$ cat src/core/wtsc_consts.vh
`ifndef WTSC_CONSTS_VH
`define WTSC_CONSTS_VH
// Contract
// - 31 ns low frame marker at 8 kHz
// - 61 ns low frame marker at 8 kHz
// - 122 ns high frame marker at 8 kHz
// - 244 ns low frame marker at 8 kHz
// - receive and transmit 488 ns high syncs
// - select pins: normal, holdover, freerun, reserved
// - state changes only on 122 ns marker rise
// - normal drops to auto-holdover on bad reference
// - auto-holdover returns to normal when reference good
// - normal/auto moves by detector, others by pins
// - any mode change disables phase-step correction; the code turns it on from holdover into normal when the enable pin is high
// - holdover into normal follows correction-enable pin
// - lock within 30 seconds from reset; the code times it only while in normal mode and unlocked, from entry to normal
// - normal status high in normal mode
// - quick acquire locks within 500 ms
// - normal mode outputs follow the reference
// - holdover status high in holdover
// - freerun status high in freerun
// - lock status high while frequency locked; the code shows it in normal mode only

// clock and frame timing
`define WTSC_CLK_MHZ 25
`define WTSC_FRAME_NS 125000
`define WTSC_FRAME_CYC ((`WTSC_FRAME_NS * `WTSC_CLK_MHZ) / 1000)
// marker widths, least times rounded up to whole cycles
`define WTSC_M31_NS 31
`define WTSC_M61_NS 61
`define WTSC_M122_NS 122
`define WTSC_M244_NS 244
`define WTSC_M488_NS 488
`define WTSC_M31_CYC ((`WTSC_M31_NS * `WTSC_CLK_MHZ + 999) / 1000)
`define WTSC_M61_CYC ((`WTSC_M61_NS * `WTSC_CLK_MHZ + 999) / 1000)
`define WTSC_M122_CYC ((`WTSC_M122_NS * `WTSC_CLK_MHZ + 999) / 1000)
`define WTSC_M244_CYC ((`WTSC_M244_NS * `WTSC_CLK_MHZ + 999) / 1000)
`define WTSC_M488_CYC ((`WTSC_M488_NS * `WTSC_CLK_MHZ + 999) / 1000)
// marker polarity, bit set means active high
`define WTSC_MARK_POL 6'h34
// lock supervision limits
`define WTSC_LOCK_S 30
`define WTSC_FAST_MS 500
`define WTSC_LOCK_CYC (`WTSC_LOCK_S * `WTSC_CLK_MHZ * 1000000)
`define WTSC_FAST_CYC (`WTSC_FAST_MS * `WTSC_CLK_MHZ * 1000)
// select pin codes
`define WTSC_SEL_NORMAL 2'h0
`define WTSC_SEL_HOLD 2'h1
`define WTSC_SEL_FREE 2'h2
// register byte offsets and the control reset value
`define WTSC_ADDR_CTRL 4'h0
`define WTSC_ADDR_STATUS 4'h4
`define WTSC_ADDR_CHANGES 4'h8
`define WTSC_CTRL_RESET 2'h3
// field positions
`define WTSC_CTRL_RUN 0
`define WTSC_CTRL_WATCH 1
`define WTSC_STAT_TIMEOUT 6
`endif

$ cat src/core/wtsc_state_control.v
`timescale 1ns/100ps
`include "wtsc_consts.vh"

module wtsc_state_control #(
  parameter [31:0] LOCK_LIMIT_CYC = `WTSC_LOCK_CYC,
  parameter [31:0] FAST_LIMIT_CYC = `WTSC_FAST_CYC
) (
  input wire clk,
  input wire resetn,
  input wire [3:0] avs_address,
  input wire avs_read,
  input wire avs_write,
  input wire [3:0] avs_byteenable,
  input wire [31:0] avs_writedata,
  output wire [31:0] avs_readdata,
  output wire avs_waitrequest,
  input wire op_select_hi,
  input wire op_select_lo,
  input wire phase_step_correct_enable,
  input wire quick_acquire_in,
  input wire ref_invalid_in,
  input wire dpll_lock_in,
  output wire frame_mark_31ns_low,
  output wire frame_mark_61ns_low,
  output wire frame_mark_122ns_high,
  output wire frame_mark_244ns_low,
  output wire receive_sync_pulse_out,
  output wire transmit_sync_pulse_out,
  output wire normal_status_out,
  output wire holdover_status_out,
  output wire freerun_status_out,
  output wire lock_status_out,
  output wire phase_step_correct_on
);

  // one-hot operating states
  localparam [3:0] state_normal = 4'h1;
  localparam [3:0] state_auto_holdover = 4'h2;
  localparam [3:0] state_manual_holdover = 4'h4;
  localparam [3:0] state_freerun = 4'h8;

  // frame length in cycles, kept as an integer for the arithmetic
  localparam integer frame_len = `WTSC_FRAME_CYC;
  // last count of the 8 kHz frame, cut to the counter width on purpose
  localparam integer frame_last_i = frame_len - 1;
  localparam [11:0] frame_last = frame_last_i[11:0];
  // marker polarity table
  localparam [5:0] mark_pol = `WTSC_MARK_POL;

  // pin synchronisers, two stages each
  reg [5:0] sync1_reg;
  reg [5:0] sync2_reg;
  wire [5:0] pins_raw;
  // synchronised pin levels
  wire [1:0] sel_s;
  wire tie_pin_s;
  wire quick_s;
  wire ref_bad_s;
  wire lock_s;

  // frame counter shared by every marker
  reg [11:0] cnt_reg;
  wire frame_tick;
  // marker levels before they take their output names
  wire [5:0] mark_w;

  // operating state
  reg [3:0] state_reg;
  reg [3:0] state_next;
  reg tie_reg;
  reg normal_reg;
  reg hold_reg;
  reg free_reg;
  reg lock_reg;
  // counts every mode change, wraps silently
  reg [15:0] changes_reg;

  // lock supervision
  reg [31:0] wait_cnt_reg;
  wire [31:0] wait_limit;
  wire watching;
  reg timeout_reg;

  // bus slave
  reg [1:0] ctrl_reg;
  reg wait_reg;
  reg [31:0] rdata_reg;
  reg [31:0] rd_mux;
  wire bus_req;
  wire bus_done;
  wire wr_ctrl;
  wire wr_status;

  // this order fixes the bit order of both synchroniser stages
  assign pins_raw = {dpll_lock_in, ref_invalid_in, quick_acquire_in,
                     phase_step_correct_enable, op_select_hi, op_select_lo};

  // pins are asynchronous to clk, so only stage two is read
  // select resets to 11, the keep code: zeros would decode as normal
  // and the first frame tick after reset would leave freerun unasked
  always @(posedge clk or negedge resetn) begin
    if (!resetn) begin
      sync1_reg <= 6'h03;
      sync2_reg <= 6'h03;
    end else begin
      sync1_reg <= pins_raw;
      sync2_reg <= sync1_reg;
    end
  end

  assign sel_s = sync2_reg[1:0];
  assign tie_pin_s = sync2_reg[2];
  assign quick_s = sync2_reg[3];
  assign ref_bad_s = sync2_reg[4];
  assign lock_s = sync2_reg[5];

  // frame counter, held at zero while markers are stopped
  always @(posedge clk or negedge resetn) begin
    if (!resetn) begin
      cnt_reg <= 12'h000;
    end else if (!ctrl_reg[`WTSC_CTRL_RUN]) begin
      // stopping clears the count, so a restart opens a fresh frame
      cnt_reg <= 12'h000;
    end else if (cnt_reg == frame_last) begin
      // wrap every 125 us, one common frame boundary
      cnt_reg <= 12'h000;
    end else begin
      cnt_reg <= cnt_reg + 12'h001;
    end
  end

  // count zero is the edge where the 122 ns marker rises
  // gated by run, as a stopped counter sits at zero for good
  assign frame_tick = ctrl_reg[`WTSC_CTRL_RUN] && (cnt_reg == 12'h000);

  // one marker per entry, width and polarity from the tables
  genvar i;
  generate
    for (i = 0; i < 6; i = i + 1) begin : g_mark
      // width in cycles for this marker
      localparam integer width_i = (i == 0) ? `WTSC_M31_CYC :
                                   (i == 1) ? `WTSC_M61_CYC :
                                   (i == 2) ? `WTSC_M122_CYC :
                                   (i == 3) ? `WTSC_M244_CYC :
                                   `WTSC_M488_CYC;
      // cut to the counter width on purpose, widths are far below it
      localparam [11:0] width = width_i[11:0];
      reg m_reg;
      // active from the frame boundary for width cycles
      always @(posedge clk or negedge resetn) begin
        if (!resetn) begin
          m_reg <= ~mark_pol[i];
        end else if (ctrl_reg[`WTSC_CTRL_RUN] && (cnt_reg < width)) begin
          m_reg <= mark_pol[i];
        end else begin
          m_reg <= ~mark_pol[i];
        end
      end
      assign mark_w[i] = m_reg;
    end
  endgenerate

  // next state, looked at only on a frame tick
  always @* begin
    state_next = state_reg;
    case (state_reg)
      state_normal: begin
        if (sel_s == `WTSC_SEL_HOLD) begin
          state_next = state_manual_holdover;
        end else if (sel_s == `WTSC_SEL_FREE) begin
          state_next = state_freerun;
        end else if (sel_s == `WTSC_SEL_NORMAL && ref_bad_s) begin
          // detector, not pins, leaves normal
          state_next = state_auto_holdover;
        end
      end
      state_auto_holdover: begin
        if (sel_s == `WTSC_SEL_HOLD) begin
          state_next = state_manual_holdover;
        end else if (sel_s == `WTSC_SEL_FREE) begin
          state_next = state_freerun;
        end else if (sel_s == `WTSC_SEL_NORMAL && !ref_bad_s) begin
          // reference back in range
          state_next = state_normal;
        end
      end
      state_manual_holdover: begin
        // pin driven moves
        if (sel_s == `WTSC_SEL_NORMAL) begin
          state_next = state_normal;
        end else if (sel_s == `WTSC_SEL_FREE) begin
          state_next = state_freerun;
        end
      end
      state_freerun: begin
        // freerun leaves only by the select pins
        if (sel_s == `WTSC_SEL_NORMAL) begin
          state_next = state_normal;
        end else if (sel_s == `WTSC_SEL_HOLD) begin
          state_next = state_manual_holdover;
        end
      end
      // illegal code: park in freerun, the safe source
      default: state_next = state_freerun;
    endcase
    // code 11 matches no branch, so the mode stays
  end

  // state and correction gate, updated on the frame tick only
  always @(posedge clk or negedge resetn) begin
    if (!resetn) begin
      // freerun is the safe source until the pins are seen
      state_reg <= state_freerun;
      tie_reg <= 1'b0;
      changes_reg <= 16'h0000;
    end else if (frame_tick) begin
      state_reg <= state_next;
      if (state_next != state_reg) begin
        // count the change for software
        changes_reg <= changes_reg + 16'h0001;
        if ((state_next == state_normal) &&
            (state_reg == state_auto_holdover ||
             state_reg == state_manual_holdover)) begin
          // return to normal follows the enable pin
          tie_reg <= tie_pin_s;
        end else begin
          // any other change drops correction
          tie_reg <= 1'b0;
        end
      end
    end
  end

  // status indicators, one cycle behind the state
  // registering keeps the pins glitch free at one cycle of lag
  always @(posedge clk or negedge resetn) begin
    if (!resetn) begin
      normal_reg <= 1'b0;
      hold_reg <= 1'b0;
      free_reg <= 1'b0;
      lock_reg <= 1'b0;
    end else begin
      normal_reg <= state_reg[0];
      hold_reg <= state_reg[1] | state_reg[2];
      free_reg <= state_reg[3];
      // lock only means something while tracking
      lock_reg <= lock_s & state_reg[0];
    end
  end

  // lock supervision: flag a normal stretch that never locks
  // limit shrinks with quick acquire
  assign wait_limit = quick_s ? FAST_LIMIT_CYC : LOCK_LIMIT_CYC;
  assign watching = ctrl_reg[`WTSC_CTRL_WATCH] && state_reg[0] && !lock_s;

  always @(posedge clk or negedge resetn) begin
    if (!resetn) begin
      wait_cnt_reg <= 32'h00000000;
    end else if (!watching) begin
      wait_cnt_reg <= 32'h00000000;
    end else if (wait_cnt_reg < wait_limit) begin
      // stop at the limit so the count cannot wrap and re-arm
      wait_cnt_reg <= wait_cnt_reg + 32'h00000001;
    end
  end

  // sticky timeout, set beats a write-one clear
  always @(posedge clk or negedge resetn) begin
    if (!resetn) begin
      timeout_reg <= 1'b0;
    end else if (watching && wait_cnt_reg >= wait_limit) begin
      timeout_reg <= 1'b1;
    end else if (wr_status && avs_writedata[`WTSC_STAT_TIMEOUT]) begin
      // write one clears, writing zero leaves the flag
      timeout_reg <= 1'b0;
    end
  end

  // avalon slave, one wait state on every access
  // a request is a level, taken while waitrequest is high
  assign bus_req = avs_read | avs_write;
  assign bus_done = bus_req & ~wait_reg;
  // limitation: only byte lane 0 counts, all writable fields sit there
  assign wr_ctrl = bus_done & avs_write & avs_byteenable[0] &
                   (avs_address == `WTSC_ADDR_CTRL);
  assign wr_status = bus_done & avs_write & avs_byteenable[0] &
                     (avs_address == `WTSC_ADDR_STATUS);

  // read mux; unmapped offsets read zero
  always @* begin
    rd_mux = 32'h00000000;
    case (avs_address)
      `WTSC_ADDR_CTRL: rd_mux = {30'h00000000, ctrl_reg};
      `WTSC_ADDR_STATUS: rd_mux = {22'h000000, sel_s, quick_s,
                                   timeout_reg, lock_reg, tie_reg,
                                   state_reg};
      `WTSC_ADDR_CHANGES: rd_mux = {16'h0000, changes_reg};
      default: rd_mux = 32'h00000000;
    endcase
  end

  // waitrequest drops for the completing cycle only
  always @(posedge clk or negedge resetn) begin
    if (!resetn) begin
      wait_reg <= 1'b1;
      rdata_reg <= 32'h00000000;
    end else if (bus_req && wait_reg) begin
      wait_reg <= 1'b0;
      // captured on take, so it stands through the answer cycle
      rdata_reg <= rd_mux;
    end else begin
      wait_reg <= 1'b1;
    end
  end

  // control bits: marker run and lock watch
  always @(posedge clk or negedge resetn) begin
    if (!resetn) begin
      // both bits come up set, markers run from reset
      ctrl_reg <= `WTSC_CTRL_RESET;
    end else if (wr_ctrl) begin
      ctrl_reg <= avs_writedata[1:0];
    end
  end

  // outputs, each straight from a flip-flop
  assign frame_mark_31ns_low = mark_w[0];
  assign frame_mark_61ns_low = mark_w[1];
  assign frame_mark_122ns_high = mark_w[2];
  assign frame_mark_244ns_low = mark_w[3];
  assign receive_sync_pulse_out = mark_w[4];
  assign transmit_sync_pulse_out = mark_w[5];
  // clk is the loop output, so markers track the reference
  assign normal_status_out = normal_reg;
  assign holdover_status_out = hold_reg;
  assign freerun_status_out = free_reg;
  assign lock_status_out = lock_reg;
  assign phase_step_correct_on = tie_reg;
  assign avs_readdata = rdata_reg;
  assign avs_waitrequest = wait_reg;

endmodule

$ cat config.mk
export PLATFORM = sky130hd
export DESIGN_NAME = wtsc_state_control
export DESIGN_NICKNAME = d
export VERILOG_FILES = /design/src/core/wtsc_state_control.v
export VERILOG_INCLUDE_DIRS = /design/src /design/src/core
export SDC_FILE = /design/constraint.sdc
export NUM_CORES = 1
export LEC_CHECK = 0
export BUFFER_PORTS_ARGS = -buffer_cell sky130_fd_sc_hd__buf_2
export CORE_ASPECT_RATIO = 1.1
export CORE_MARGIN = 5
export CORE_UTILIZATION = 55
export CTS_CLUSTER_DIAMETER = 30
export DETAILED_ROUTE_END_ITERATION = 10
export PLACE_DENSITY = 0.78
export REMOVE_ABC_BUFFERS = 1
export SETUP_SLACK_MARGIN = 0.3
export SYNTH_ARGS = -nofsm -noshare
export SYNTH_HDL_FRONTEND = slang
export SYNTH_SLANG_ARGS = --single-unit
$ cat constraint.sdc
create_clock -name clk -period 6.7 [get_ports clk]
set_input_delay 0.335 -clock clk [delete_from_list [all_inputs] [get_ports clk]]
set_output_delay 0.335 -clock clk [all_outputs]
set_load 0.05 [all_outputs]
# Word level (Yosys, flattened, before mapping)
# Cells that the tools add are included.
[totals] ff_bits=122 word_cells=99 out_inout_bits=44
[op_classes] bitwise_logic=9 n_reduce_logical=22 n_mux=26 n_addsub=3 eq_ne=12 magnitude_cmp=7
[op_table] operator="$mux 32" n=2
[op_table] operator="$pmux 16 s3" n=1
[op_table] operator="$mux 4" n=10
[op_table] operator="$add 32x1->32 const B" n=1
[op_table] operator="$ge 32x30->1" n=1
[op_table] operator="$lt 32x30->1" n=1
[op_table] operator="$mux 30" n=1
[op_table] operator="$lt 12x3->1 const B" n=2
[op_table] operator="$mux 12" n=2
[op_table] operator="$add 16x1->16 const B" n=1
[op_table] operator="$pmux 4 s4" n=1
[op_table] operator="$logic_and 1x1->1" n=14
[op_table] operator="$add 12x1->12 const B" n=1
[op_table] operator="$eq 12x12->1 const B" n=1
[op_table] operator="$logic_not 12->1" n=1
[op_table] operator="$lt 12x1->1 const B" n=1
[op_table] operator="$lt 12x2->1 const B" n=1
[op_table] operator="$lt 12x4->1 const B" n=1
[op_table] operator="$mux 1" n=9
[op_table] operator="$eq 4x1->1 const B" n=2
[op_table] operator="$eq 4x3->1 const B" n=2
[op_table] operator="$eq 4x4->1 const B" n=2
[op_table] operator="$and 1x1->1" n=6
[op_table] operator="$eq 4x2->1 const B" n=1
[op_table] operator="other kinds (12)" n=14

# Depth between registers and ports, before layout
[depth] ltp_word=9 ltp_mapped=10 mapped_depth_nobuf=8

# Worst setup path after synthesis
# Ideal clock, no wire load.
[synth_timing] kind="register to register" start="register sync2_reg[3]" end="register wait_cnt_reg[1]" stages_incl_launch_ff=10 synth_period_minus_slack_ns=2.618 setup_ns=0.132 arrival_ns=2.486 slack_ns=4.082 required_ns=6.568 cell_sequence="dfrtp_1 -> inv_1 -> ha_1 -> or3b_1 -> or4_4 -> o211ai_4 -> buf_6 -> buf_6 -> mux2i_1 -> nor2_1"
[synth_between] elab_chain_len=3
[synth_rtl] element="start, declared" line="wtsc_state_control.v:52" text="reg [5:0] sync2_reg;"
[synth_rtl] element="start signal, assigned" line="wtsc_state_control.v:107" text="sync2_reg <= sync1_reg;"
[synth_rtl] element="$mux 30" line="wtsc_state_control.v:253" text="assign wait_limit = quick_s ? FAST_LIMIT_CYC : LOCK_LIMIT_CYC;"
[synth_rtl] element="$lt 32x30->1" line="wtsc_state_control.v:261" text="end else if (wait_cnt_reg < wait_limit) begin"
[synth_rtl] element="$ne 2x1->1 (no line)"
[synth_rtl] element="end signal, assigned" line="wtsc_state_control.v:263" text="wait_cnt_reg <= wait_cnt_reg + 32'h00000001;"
[synth_rtl] element="end, declared" line="wtsc_state_control.v:79" text="reg [31:0] wait_cnt_reg;"
# No other way between the ends.
# A chain may end at the register's enable or synchronous reset.

# Worst setup path in the final report
[layout_timing] start="register sync2_reg[3]" end="register wait_cnt_reg[24]"
# Same word-level chain as after synthesis.

==> results.cfg <==
[run_status]
run_status = complete, no violations

[logic_synthesis]
post_synth_xor_area_fraction_pct = 4.271
postSynthRegisterBits = 106
count_of_flip_flops_with_a_built_in_enable_after_synthesis = 0
synthMuxAreaShare_pct = 1.333
ys.warnings.count = 0
count_of_unique_library_cells_instantiated_by_yosys = 59
instance_count_of_the_mapped_netlist = 558
ys_dominant_reg_cell = sky130_fd_sc_hd__dfrtp_1
synth_seq_area_share_pct = 48.16
synth_top_family_by_area = simple AND/OR/NAND/NOR gates
post_synth_fa_ha_maj_area_fraction_pct = 3.842
synth_compound_gate_area_share_pct = 14.17
post_synth_instance_area_um2 = 5537
synth_simple_gate_area_share_pct = 21.76
synth-async-reset-ratio_pct = 100.0
syn_avg_cell_area_um2 = 9.922

[final_layout]
finish.utilization_pct = 60.11
antenna_cells_inserted = 0
post_layout_nonfiller_instances = 709
num-fill-cells = 820
max_ffs_per_register = 32
final_cell_mix = 95 x sky130_fd_sc_hd__dfrtp_1, 45 x sky130_fd_sc_hd__nand2_1, 44 x sky130_fd_sc_hd__buf_2
layout.cells.most_common = sky130_fd_sc_hd__dfrtp_1
fin_nets = 651
final_layout_size_suffix_gt1_share_pct = 16.13
areaGrowthSynthToFinish_pct = 6.847

[timing]
hold_viol = 0
timing.fmax_mhz = 277.6
timing.final.max_slew_violations = 0
final.min_clock_period_ns = 3.602
timing_worst_slew_pin_value_ns = 1.249
setup_violations = 0
final.setup.tns_ns = 0
finalHoldWorstSlack_ns = 0.04020
final_worst_clock_skew_ns = 0.01384
rsz0062_at_grt = no
period_share_pct = 53.77
slew_headroom_pct = 16.33

[cts]
cts_tree = yes
cts.path.max_buffers = 2
cts.reportedPaths.clkPinSlew_ns = 0.10
cts_htree_levels = 3
root_buffer = sky130_fd_sc_hd__clkbuf_8
tritoncts.num_buffers = 9
post_cts.resized_instances = 0
cts_post_setup_buffers_inserted = 0
cts.sinks = 106
clk-insertion-delay-late_ns = 0.39
post_cts_hold_buffer_count = 1

[pwr]
irDropWorstVdd_mv = 0.1816
fin_total_pwr_mw = 1.457
reported_leakage_power_nw = 2.572
power_density_nw_per_um2 = 246.3

[global_routing]
first_global_vias = 3984
wire_length_of_the_first_global_routing_pass_mm = 19.07
grt_max_degree = 74
grtUsageTotal_pct = 19.17
gr-total-overflow = 0
number_of_antenna_violations_at_the_first_check_in_global_routing = 0

[die]
floorplan.die.width_um = 105.7
floorplan.rows = 38
boundaryPins = 94
core-area_um2 = 9842
die_area_um2 = 12180
initial_utilization_pct = 56.25
fp.dieH_um = 115.2

[placed_design]
place_congestion = 0.9167
buffer_ports.inserted = 45
placed_cells = 692
dp_hpwl_mm = 7.714

[worst_setup_path]
crit_family = compound AO/OA/AOI/OAI gates
crit_path_cell_trace = inv_1, ha_1, or3b_1, or4_4, o211ai_4, o21ai_0, a21oi_1
crit_arrival_ns = 3.91
crit_path_end_kind = flip-flop
worst_path_max_delay_cell = sky130_fd_sc_hd__o211ai_4
critical_path.startpoint_type = flip-flop
critical_path_required_ns = 7.00
worstPathMaxFanout = 60
timing.critical_path.buf_inv = 1
slowest_delay_ns = 0.98
worst-setup-path-type = reg -> reg

[worst_hold_path]
hold_class = in -> reg

[detailed_routing]
vias = 4260
vias_per_cell = 6.008
drt_drc_violations_left = 0
drt_wl_total_mm = 11.09
wirelength_per_cell_um = 15.64
drt.antenna.violating_nets = 0
drt_iter0_markers = 231
drt-pass1-iter-count = 5

[run]
max_cap_viol_count = 0
-- Yosys cell counts (17+ instances only) --
| cell type | number | area, um^2 |
|---|---|---|
| sky130_fd_sc_hd__dfrtp_1 | 95 | 2377 |
| sky130_fd_sc_hd__nand2_1 | 45 | 168.9 |
| sky130_fd_sc_hd__nor2_1 | 32 | 120.1 |
| sky130_fd_sc_hd__o21ai_0 | 32 | 160.2 |
| sky130_fd_sc_hd__a21oi_1 | 29 | 145.1 |
| sky130_fd_sc_hd__nand3_1 | 27 | 135.1 |
| sky130_fd_sc_hd__clkbuf_1 | 22 | 82.58 |
| sky130_fd_sc_hd__nand4_1 | 20 | 125.1 |
| sky130_fd_sc_hd__buf_4 | 17 | 127.6 |
| sky130_fd_sc_hd__ha_1 | 17 | 212.7 |
| sky130_fd_sc_hd__inv_1 | 17 | 63.81 |
| sky130_fd_sc_hd__xnor2_1 | 17 | 148.9 |
-- final timing paths --
path / startpoint / to / slack [ns] / cells past startpoint
min: op_select_lo / sync1_reg[0] / 0.04 / 1
min reg2reg: sync1_reg[3] / sync2_reg[3] / 0.36 / 0
max in group asynchronous: resetn / cnt_reg[8] / 5.06 / 3
max: sync2_reg[3] / wait_cnt_reg[24] / 3.10 / 7
min in group asynchronous: resetn / holdover_status_out / 0.42 / 2
max reg2reg: sync2_reg[3] / wait_cnt_reg[24] / 3.10 / 7
-- kinds of logic after synthesis --
| logic type | after synthesis |
|---|---|
| xor gates and xnor gates | 27 |
| AOI/OAI and AO/OA | 118 |
| adders and majority gates | 17 |
| buffers and inverters | 66 |
| muxes | 7 |
| DFF | 106 |
| other | 1 |
| and+or+nand+nor | 216 |
-- metal layers --
metal	wire length (um)	up-vias	part of all wire [%]	global-route usage [%]
met2	5316	105	48	31.21
met3	612	12	5.5	3.762
met1	5006	2078	45	26.07
met5	0	-	0	0
met4	155	0	1.4	6.304
li1	-	2065	-	-
-- where the power goes --
group / total [mW] / switching [mW] / internal [mW]
Sequential: 0.760 / 0.0684 / 0.691
Clock: 0.389 / 0.236 / 0.153
Combinational: 0.308 / 0.219 / 0.0891
Total: 1.46 / 0.524 / 0.933
-- stage by stage --
stage	worst slack, ns	area [um^2]
after global routing	2.851	5916
after CTS	3.108	5916
after global placement	3.273	5708
after floorplan	3.763	5303
final	3.098	5916
after detailed placement	3.143	5708
-- final cells by class --
type | count | area, um^2 | share of cell area (%)
Clock buffer | 10 | 137.6 | 2.327
Clock inverter | 6 | 60.06 | 1.015
Sequential cell | 106 | 2666 | 45.07
Tap cell | 120 | 150.1 | 2.538
Timing Repair Buffer | 49 | 260.3 | 4.399
Multi-Input combinational cell | 401 | 2577 | 43.57
Inverter | 17 | 63.81 | 1.079
-- worst reg2reg max path: stages (launching register included) --
cell and delay, ns:
sky130_fd_sc_hd__dfrtp_1 0.60, sky130_fd_sc_hd__inv_1 0.21, sky130_fd_sc_hd__ha_1 0.34, sky130_fd_sc_hd__or3b_1 0.37, sky130_fd_sc_hd__or4_4 0.56, sky130_fd_sc_hd__o211ai_4 0.98
sky130_fd_sc_hd__o21ai_0 0.28, sky130_fd_sc_hd__a21oi_1 0.18
No activity file was read; power rests on OpenSTA's default activity.
